File: config.mk
export PLATFORM = sky130hd
export DESIGN_NAME = lpd_top
export DESIGN_NICKNAME = d
export VERILOG_FILES = /design/src/shared/lpd_pkg.sv /design/src/rtl/lpd_top.sv
export SDC_FILE = /design/constraint.sdc
export NUM_CORES = 1
export LEC_CHECK = 0
export ABC_AREA = 0
export BUFFER_PORTS_ARGS = -buffer_cell sky130_fd_sc_hd__buf_2
export CORE_MARGIN = 1.5
export CORE_UTILIZATION = 35
export DETAILED_ROUTE_END_ITERATION = 6
export GPL_TIMING_DRIVEN = 0
export PLACE_DENSITY = 0.57
export SETUP_SLACK_MARGIN = 0.02
export SLEW_MARGIN = 20
export SYNTH_ARGS = -nofsm -noshare
export SYNTH_HDL_FRONTEND = slang
export SYNTH_SLANG_ARGS = --single-unit
File: constraint.sdc
create_clock -name CLK -period 5.85 [get_ports CLK]
set_input_delay 1.17 -clock CLK [delete_from_list [all_inputs] [get_ports CLK]]
set_output_delay 1.17 -clock CLK [all_outputs]
set_load 0.05 [all_outputs]
File: src/shared/lpd_pkg.sv
// Constants and types for the local-oscillator programmable divider.
// Assumes a single 100 MHz system clock and an APB register bus.
package lpd_pkg;

	// APB register byte offsets.
	localparam logic [7:0] LPD_OFS_CTRL   = 8'h00;
	localparam logic [7:0] LPD_OFS_CONFIG = 8'h04;
	localparam logic [7:0] LPD_OFS_STATUS = 8'h08;
	localparam logic [7:0] LPD_OFS_COUNT  = 8'h0C;

	// Field positions.
	localparam int LPD_CTRL_ENABLE_BIT = 0;
	localparam int LPD_STAT_RANGE_BIT  = 0;
	localparam int LPD_STAT_PATH_LSB   = 1;
	localparam int LPD_STAT_FRAME_BIT  = 4;

	// Reset values.
	localparam logic        LPD_RST_ENABLE = 1'b1;
	localparam logic [23:0] LPD_RST_CTRL   = 24'h000000;

	// Divisor limits per path and serial frame length.
	localparam logic [15:0] LPD_SWALLOW_MIN = 16'h0110;
	localparam logic [15:0] LPD_SWALLOW_MAX = 16'hFFFF;
	localparam logic [15:0] LPD_DIRECT_MIN  = 16'h0004;
	localparam logic [15:0] LPD_DIRECT_MAX  = 16'h0FFF;
	localparam logic [4:0]  LPD_FRAME_BITS  = 5'h18;

	// Output content select codes.
	localparam logic [2:0] LPD_OUT_COUNT  = 3'h0;
	localparam logic [2:0] LPD_OUT_CTRL   = 3'h1;
	localparam logic [2:0] LPD_OUT_STATUS = 3'h2;

	// Serial control word, first bit shifted in lands in divisor[0].
	typedef struct packed {
		logic [2:0]  reserved;
		logic [2:0]  output_content_select;
		logic        am_path_select;
		logic        band_input_select;
		logic [15:0] divisor;
	} lpd_ctrl_s;

	typedef struct packed {
		logic       frame_error;
		logic [2:0] path;
		logic       range_ok;
	} lpd_status_s;

	typedef enum logic [2:0] {
		LPD_PATH_PRESCALE = 3'b001,
		LPD_PATH_SWALLOW  = 3'b010,
		LPD_PATH_DIRECT   = 3'b100
	} lpd_path_e;

endpackage

File: src/rtl/lpd_top.sv
// Local-oscillator programmable divider with its serial control port and APB view.
// Assumes LO inputs and serial pins are asynchronous to CLK and much slower than it.
//
// The register offsets and the APB register port were left to the implementer.
`timescale 1ns/1ps
module lpd_top (
	input  wire logic        CLK,
	input  wire logic        RESET,
	input  wire logic        HIGH_BAND_LO_INPUT,
	input  wire logic        LOW_BAND_LO_INPUT,
	input  wire logic        CHIP_SELECT,
	input  wire logic        SHIFT_TIMING_PIN,
	input  wire logic        SERIAL_IN_PIN,
	output logic             SERIAL_OUT,
	output logic             SERIAL_OUT_OE,
	output logic             DIV_OUT,
	input  wire logic        PSEL,
	input  wire logic        PENABLE,
	input  wire logic        PWRITE,
	input  wire logic [7:0]  PADDR,
	input  wire logic [31:0] PWDATA,
	output logic [31:0]      PRDATA,
	output logic             PREADY,
	output logic             PSLVERR
);

	function automatic logic rise(input logic prev, input logic cur);
		return cur & ~prev;
	endfunction

	function automatic logic in_range(input logic [15:0] n, input logic [15:0] lo,
		input logic [15:0] hi);
		return (n >= lo) && (n <= hi);
	endfunction

	// Pin synchronisers: stage one feeds only stage two.
	logic [4:0] sync1;
	logic [4:0] sync2;
	logic [4:0] sync3;

	always_ff @(posedge CLK) begin
		sync1 <= {SERIAL_IN_PIN, SHIFT_TIMING_PIN, CHIP_SELECT, LOW_BAND_LO_INPUT,
			HIGH_BAND_LO_INPUT};
		sync2 <= sync1;
		sync3 <= sync2;
	end

	wire hf_s   = sync2[0];
	wire lf_s   = sync2[1];
	wire ce_s   = sync2[2];
	wire cl_s   = sync2[3];
	wire di_s   = sync2[4];
	wire ce_rise = rise(sync3[2], ce_s);
	wire ce_fall = rise(ce_s, sync3[2]);
	wire cl_rise = rise(sync3[3], cl_s);
	wire cl_fall = rise(cl_s, sync3[3]);

	// Serial control input.
	lpd_pkg::lpd_ctrl_s ctrl;
	logic [23:0]        shift_in;
	logic [4:0]         bit_count;
	logic               frame_error;
	wire                frame_done = ce_fall && (bit_count == lpd_pkg::LPD_FRAME_BITS);

	always_ff @(posedge CLK) begin
		if (RESET) begin
			ctrl        <= lpd_pkg::LPD_RST_CTRL;
			shift_in    <= 24'h000000;
			bit_count   <= 5'h00;
			frame_error <= 1'b0;
		end else begin
			if (ce_s && cl_rise) begin
				shift_in <= {di_s, shift_in[23:1]};
				if (bit_count != 5'h1F)
					bit_count <= bit_count + 5'h01;
			end else if (ce_rise) begin
				bit_count <= 5'h00;
			end
			// A short or long frame is dropped whole so a torn word never steers the divider.
			if (frame_done)
				ctrl <= shift_in;
			if (ce_fall)
				frame_error <= ~frame_done;
		end
	end

	// Path decode and divisor selection.
	lpd_pkg::lpd_path_e path;
	lpd_pkg::lpd_path_e next_path;
	logic [15:0]        div_n;
	logic               div_ok;

	assign next_path = ctrl.band_input_select ? lpd_pkg::LPD_PATH_PRESCALE :
		(ctrl.am_path_select ? lpd_pkg::LPD_PATH_SWALLOW :
		lpd_pkg::LPD_PATH_DIRECT);

	always_comb begin
		unique case (path)
			lpd_pkg::LPD_PATH_PRESCALE: begin
				div_n  = ctrl.divisor;
				div_ok = in_range(ctrl.divisor, lpd_pkg::LPD_SWALLOW_MIN,
					lpd_pkg::LPD_SWALLOW_MAX);
			end
			lpd_pkg::LPD_PATH_SWALLOW: begin
				div_n  = ctrl.divisor;
				div_ok = in_range(ctrl.divisor, lpd_pkg::LPD_SWALLOW_MIN,
					lpd_pkg::LPD_SWALLOW_MAX);
			end
			lpd_pkg::LPD_PATH_DIRECT: begin
				div_n  = {4'h0, ctrl.divisor[11:0]};
				div_ok = in_range(div_n, lpd_pkg::LPD_DIRECT_MIN, lpd_pkg::LPD_DIRECT_MAX);
			end
			default: begin
				div_n  = 16'h0000;
				div_ok = 1'b0;
			end
		endcase
	end

	// Divider chain.
	logic        enable;
	logic        prescale;
	logic [15:0] cnt;
	logic [15:0] pulse_count;
	wire         lo_sel  = (path == lpd_pkg::LPD_PATH_PRESCALE) ? hf_s : lf_s;
	wire         lo_prev = (path == lpd_pkg::LPD_PATH_PRESCALE) ? sync3[0] : sync3[1];
	wire         lo_edge = rise(lo_prev, lo_sel);
	wire         is_high = (path == lpd_pkg::LPD_PATH_PRESCALE);
	wire         tick    = lo_edge && (!is_high || prescale);
	wire         run     = enable && div_ok && (path == next_path);
	wire         wrap    = run && tick && (cnt == 16'h0000);

	always_ff @(posedge CLK) begin
		if (RESET) begin
			path        <= lpd_pkg::LPD_PATH_DIRECT;
			prescale    <= 1'b0;
			cnt         <= 16'h0000;
			DIV_OUT     <= 1'b0;
			pulse_count <= 16'h0000;
		end else begin
			path    <= next_path;
			DIV_OUT <= wrap;
			if (!run) begin
				// Restart cleanly whenever the path changes or the divisor is unusable.
				prescale <= 1'b0;
				cnt      <= 16'h0000;
			end else begin
				if (is_high && lo_edge)
					prescale <= ~prescale;
				if (tick)
					cnt <= (cnt == 16'h0000) ? div_n - 16'h0001 : cnt - 16'h0001;
			end
			if (wrap)
				pulse_count <= pulse_count + 16'h0001;
		end
	end

	lpd_pkg::lpd_status_s status;
	assign status = '{frame_error: frame_error, path: path, range_ok: div_ok};

	// Serial output: loaded at chip-select rise, advanced on shift-clock fall.
	logic [23:0] out_shift;
	logic [23:0] content;

	assign content = (ctrl.output_content_select == lpd_pkg::LPD_OUT_COUNT)  ?
		{8'h00, pulse_count} :
		(ctrl.output_content_select == lpd_pkg::LPD_OUT_CTRL)   ? ctrl :
		(ctrl.output_content_select == lpd_pkg::LPD_OUT_STATUS) ? {19'h00000, status} :
		24'h000000;

	always_ff @(posedge CLK) begin
		if (RESET) begin
			out_shift     <= 24'h000000;
			SERIAL_OUT    <= 1'b0;
			SERIAL_OUT_OE <= 1'b0;
		end else begin
			SERIAL_OUT_OE <= ce_s;
			if (ce_rise) begin
				out_shift  <= content;
				SERIAL_OUT <= content[0];
			end else if (ce_s && cl_fall) begin
				out_shift  <= {1'b0, out_shift[23:1]};
				SERIAL_OUT <= out_shift[1];
			end
		end
	end

	// APB slave with one wait state so every answer comes from a flip-flop.
	wire        apb_access = PSEL && PENABLE && !PREADY;
	wire        apb_done   = PSEL && PENABLE && PREADY;
	wire        hit_ctrl   = (PADDR == lpd_pkg::LPD_OFS_CTRL);
	wire        hit_config = (PADDR == lpd_pkg::LPD_OFS_CONFIG);
	wire        hit_status = (PADDR == lpd_pkg::LPD_OFS_STATUS);
	wire        hit_count  = (PADDR == lpd_pkg::LPD_OFS_COUNT);
	wire        hit_any    = hit_ctrl || hit_config || hit_status || hit_count;
	wire [31:0] rd_word    = hit_ctrl   ? {31'h00000000, enable} :
		hit_config ? {8'h00, ctrl} :
		hit_status ? {27'h0000000, status} :
		hit_count  ? {16'h0000, pulse_count} : 32'h00000000;

	always_ff @(posedge CLK) begin
		if (RESET) begin
			PREADY  <= 1'b0;
			PSLVERR <= 1'b0;
			PRDATA  <= 32'h00000000;
			enable  <= lpd_pkg::LPD_RST_ENABLE;
		end else begin
			PREADY  <= apb_access;
			PSLVERR <= apb_access && !hit_any;
			PRDATA  <= (apb_access && !PWRITE) ? rd_word : 32'h00000000;
			if (apb_done && PWRITE && hit_ctrl)
				enable <= PWDATA[lpd_pkg::LPD_CTRL_ENABLE_BIT];
		end
	end
endmodule

-- Word level (Yosys, flattened, before mapping)
Index checks and enable logic that the tools add are counted.
- add/sub/neg operators: 4
- $lt $le $gt $ge: 3
- equal/unequal tests: 12
- mux-type cells: 21
- bitwise gates (word level): 14
- reductions and logical operators: 36
- operators with widths (cell ; count):
    2-to-1 mux 24 bit ; 5
    2-to-1 mux 16 bit ; 3
    case mux 16 bit (2 select lines) ; 1
    subtractor 16 x 1 -> 16 bit (second input constant) ; 2
    2-to-1 mux 5 bit ; 4
    logical AND 1 bit ; 17
    adder 16 x 1 -> 16 bit (second input constant) ; 1
    == test 8 x 4 -> 1 bit (second input constant) ; 2
    greater-or-equal comparator 16 x 9 -> 1 bit (second input constant) ; 1
    less-or-equal comparator 16 bit (second input constant) ; 1
    zero test 16 bit ; 1
    greater-or-equal comparator 12 x 3 -> 1 bit (second input constant) ; 1
    inverter 1 bit ; 9
    == test 8 x 3 -> 1 bit (second input constant) ; 1
    zero test 8 bit ; 1
    == test 3 x 1 -> 1 bit (second input constant) ; 2
    == test 3 x 2 -> 1 bit (second input constant) ; 2
    2-to-1 mux 3 bit ; 2
    OR reduction 2 bit ; 3
    adder 5 x 1 -> 5 bit (second input constant) ; 1
    bitwise AND 1 bit ; 5
    == test 5 bit (second input constant) ; 1
    2-to-1 mux 1 bit ; 5
    inequality test 5 bit (second input constant) ; 1
    11 further kinds ; 18
- register bits: 166
- input port bits: 50
- output and inout bits: 37
- logic and storage cells: 115

-- Longest topological paths before layout
- depth in word-level cells: 7
- gate-level depth with buffers: 13
- gate-level depth less buffers: 11

-- Worst setup path before layout
OpenSTA, ideal clock, no wires.
- kind: flip-flop to flip-flop
- start point: register cnt[0]
- end point: register cnt[12]
- data arrival time: 2.735 ns
- path slack: 3.012 ns
- cell stages (with the launch flop): 14
- path buffers: 2
- cell sequence: dfxtp_1 or4_1 buf_2 nor4_2 and2_1 buf_2 a21oi_1 ha_1 nand2b_1 or4_4 a31oi_2 nand2_2 nor3_1 a2111oi_2
- cells in the longest elaborated chain, start to end: 2
- elaborated cells between the ends (all ways): 3
- RTL lines (element ; line ; source):
    from (decl) ; lpd_top.sv:123 ; logic [15:0] cnt;
    from (signal assigned) ; lpd_top.sv:151 ; cnt <= (cnt == 16'h0000) ? div_n - 16'h0001 : cnt - 16'h0001;
    subtractor 16 x 1 -> 16 bit / zero test 16 bit (equally long branches) ; lpd_top.sv:151 ;
    2-to-1 mux 16 bit * ; lpd_top.sv:151 ;
Mark *: on every way between the ends. The rest lies on a longest branch, timed or not.
A chain may end at the register's enable or synchronous reset.

-- Final worst setup path
- start point: register path[1]
- end point: register cnt[14]
- cells in the longest elaborated chain, start to end: 7
- elaborated cells between the ends (all ways): 20
- RTL lines (element ; line ; source):
    from (decl) ; lpd_top.sv:88 ; lpd_pkg::lpd_path_e path;
    from (signal assigned) ; lpd_top.sv:135 ; path <= lpd_pkg::LPD_PATH_DIRECT;
    from (signal assigned) ; lpd_top.sv:141 ; path <= next_path;
    branches (longest 7 deep; another with subtractor 16 x 1 -> 16 bit) ; - ;
Several ways; the timed one is not identified.

==> metrics.md <==
| Metric | Value |
|---|---|
| Crit. End Element | flip-flop |
| Asr flop ratio synth | 0% |
| Initial DRT Pass Iterations | 6 |
| Library cells used by synthesis | 68 |
| Status | finished, final reports clean |
| Cell area after layout | 7995 um2 |
| Drt wl/cell | 15.85 um |
| H-tree levels | 4 |
| Fin crit period | 3.361 ns |
| Clock slew at reported path FFs | 0.06 ns |
| Final HPWL DP | 13020 um |
| Worst-Skew Late Latency | 0.43 ns |
| Setup Total Neg Slack | 0 ns |
| DIE HEIGHT | 142.7 um |
| Fin util | 42.32% |
| Initial antenna violation count | 0 |
| RSZ-0062 raised after global routing | no |
| Cells after Synth | 822 |
| CTS buffer count | 17 |
| Initial Utilization | 36.16% |
| Setup Viol. Count Final | 0 |
| Share of Yosys cell area claimed by the top area cell type | 46.01% |
| Die area | 20370 um2 |
| Number of global-route vias before repair | 5521 |
| CP peak stage delay | 0.44 ns |
| R2r worst-path depth | 12 |
| Post-synthesis register bit count | 157 |
| Crit. path cell count | 12 |
| # IOs | 87 |
| FF-to-FF Start | path[1]$_SDFF_PP0_ |
| CP Cell Sequence | xnor2_1 > o21ai_1 > and3_1 > buf_2 > a21oi_1 > ha_1 > nand2b_1 > or4_4 > a31oi_2 > nand4_1 > mux2i_1 > a31oi_1 |
| Peak supply drop | 0.1901 mV |
| Post-Route WL | 18490 um |
| Critical path's slowest cell | or4_4 |
| Seq. cell area | 3143 um2 |
| Critical path buffers and inverters | 1 |
| Cts hold-fix bufs | 0 |
| Global route overflow | 0 |
| Filler cells | 1944 |
| Clock skew | 0.01050 ns |
| Drt drc | 0 |
| Critical path arrival | 3.67 ns |
| Gr usage total | 18.88% |
| Total number of vias | 5995 |
| FP Rows | 50 |
| Setup slack at placement | 2.523 ns |
| Clk buf depth | 2 |
| Initial DRC Count | 453 |
| Synth top area cells | dfxtp_1 (46%), nand2_1 (9.0%), a21oi_1 (6.8%) |
| Final nets | 949 |
| Tot Pwr | 2276 uW |
| Worst Hold Class | flip-flop to flip-flop |
| Required @ worst endpoint | 6.16 ns |
| Area Overhead vs Synth | 17.03% |
| Seq/Total Area, Yosys | 46.01% |
| Reg-to-reg endpoint | cnt[14]$_SDFFE_PP0P_ |
| Max-slew violations | 0 |
| Worst setup path end | cnt[14]$_SDFFE_PP0P_ |
| Slew @ Worst Pin | 0.8911 ns |
| CTS tree | done |
| DP Area | 7420 um2 |
| Crit path from | path[1]$_SDFF_PP0_ |
| Die Wd | 142.7 um |
| Area occupied by multi-input gates | 3398 um2 |
| Worst R2R Setup Slack | 2.49 ns |
| Number of synthesized flops with an enable pin | 0 |
| Post-cts sizing count | 0 |
| Yosys warns | 0 |
| Highest fanout seen on the critical path | 9 |
| Antenna diode count | 0 |
| Largest area contributor in the netlist | dfxtp_1 |
| Family with the most delay on the worst path | simple AND/OR/NAND/NOR gates |
| Hold Startpoint | sync1[1]$_DFF_P_ |
| Largest net degree at the start of global routing | 17 |
| Final hold vios | 0 |
| Drt via density | 5.137 |
| Final WS setup | 2.489 ns |
| First-pass GRT wire length | 29800 um |
| Final Cycle Share | 57.45% |
| Startpoint types | flip-flop |
| Static leakage | 0.002915 uW |
| F_max | 297.6 MHz |
| Layout cells sized above 1 | 14.11% |
| IO buf count | 46 |
| Critical path class | flip-flop to flip-flop |
| PwrDens | 284.7 nW/um2 |
| Post-synthesis cell area | 6832 um2 |
| Clk root buf | clkbuf_16 |
| Post-CTS Setup Repair Bufs | 0 |
| Max-Cap Viols | 0 |
| Main synth FF type | dfxtp_1 |
| Slew HR | 40.46% |
| Clock sinks | 157 |
| Routed Antenna Nets | 0 |
| GP Congestion | 0.8449 |
| Syn Area/Cell | 8.311 um2 |
| Core Region | 18890 um2 |
## power by group
group / internal, uW / total, uW / switching [uW]
Combinational: 30.5 / 102 / 71.9
Sequential: 1080 / 1090 / 8.17
Clock: 606 / 1080 / 476
## worst min-delay path by stage
stage,slack [ns],cells after the start,endpoint
after floorplan,0.31,0,sync2[0]$_DFF_P_
after global placement,0.31,0,sync2[1]$_DFF_P_
after detailed placement,0.31,0,sync2[2]$_DFF_P_
after CTS,0.33,0,sync2[2]$_DFF_P_
after global routing,0.34,0,sync2[3]$_DFF_P_
final,0.33,0,sync2[1]$_DFF_P_
## flip-flops by register name, indices dropped and copies added, names as in the netlist, 3 cells and up
name	flops
out_shift	24
sync2	5
sync1	5
path	3
cnt	16
bit_count	5
sync3	4
ctrl	24
pulse_count	16
shift_in	24
PRDATA	24
## cell families after synthesis
group | synth area share, %
DFF | 46.01
adders and majority gates | 0.9158
other | 0.05489
muxes | 2.784
xor gates and xnor gates | 1.795
AOI/OAI and AO/OA | 18.86
buffers and inverters | 4.725
and+or+nand+nor | 24.85
## layer usage
metal | wire [um] | global-route usage (%) | vias to the layer above
met3 | 761 | 3.018 | 23
li1 | - | - | 3024
met5 | 0 | 0 | -
met2 | 8294 | 29.48 | 147
met1 | 9088 | 26.26 | 2801
met4 | 348 | 6.837 | 0
## placed cells by master, fill, tap and decap left out, types with 12 or more instances in the layout
cell type	instances
a211oi_1	13
a21oi_1	93
buf_2	52
clkbuf_1	45
clkbuf_16	17
dfxtp_1	157
mux2i_1	12
nand2_1	163
nand3_1	12
nor2_1	61
nor3_1	16
o21ai_0	35
xnor2_1	12
## cell usage after synthesis (3+ instances only)
library cell and count:
nand2_1 163, dfxtp_1 157, a21oi_1 93, nor2_1 61
clkbuf_1 45, o21ai_0 35, nor3_1 16, a211oi_1 13
mux2i_1 12, nand3_1 12, xnor2_1 12, a22o_1 11
and2_1 11, nand4_1 11, a31oi_1 10, buf_4 10
o2bb2ai_1 10, inv_1 9, nand2b_1 7, nor2b_1 7
nor4_1 7, and3_1 6, buf_2 6, nor4_2 6
ha_1 5, mux2_2 5, nand3b_1 5, or3_1 5
or4_1 5, nor3b_1 4, o21ai_1 4, a2111o_1 3
a311oi_1 3, a31o_2 3, and4_1 3
## area by class of cell
type | instances | area share, %
Inverter | 9 | 0.4225
Tap cell | 260 | 4.069
Buffer | 63 | 3.615
Sequential cell | 157 | 39.31
Clock inverter | 14 | 1.706
Clock buffer | 18 | 5.493
Timing Repair Buffer | 46 | 2.880
Multi-Input combinational cell | 600 | 42.50
## stage by stage
| stage | instances | hold slack [ns] |
|---|---|---|
| floorplan | 829 | 0.3096 |
| global route | 1167 | 0.3404 |
| CTS | 1167 | 0.3278 |
| finish | 1167 | 0.3282 |
| global placement | 1135 | 0.3106 |
| detailed placement | 1135 | 0.3121 |
## worst reg2reg max path, delay by kind of cell, from the launching register on
kind,cells,cell delay (ns)
AO/OA/AOI/OAI,4,0.95
XOR/XNOR,1,0.28
adder cells (fa/ha/maj),1,0.22
buffers and inverters,1,0.16
flip-flops,1,0.37
multiplexers,1,0.19
AND/OR/NAND/NOR,4,1.07
Power figures use the tool's default switching activity.
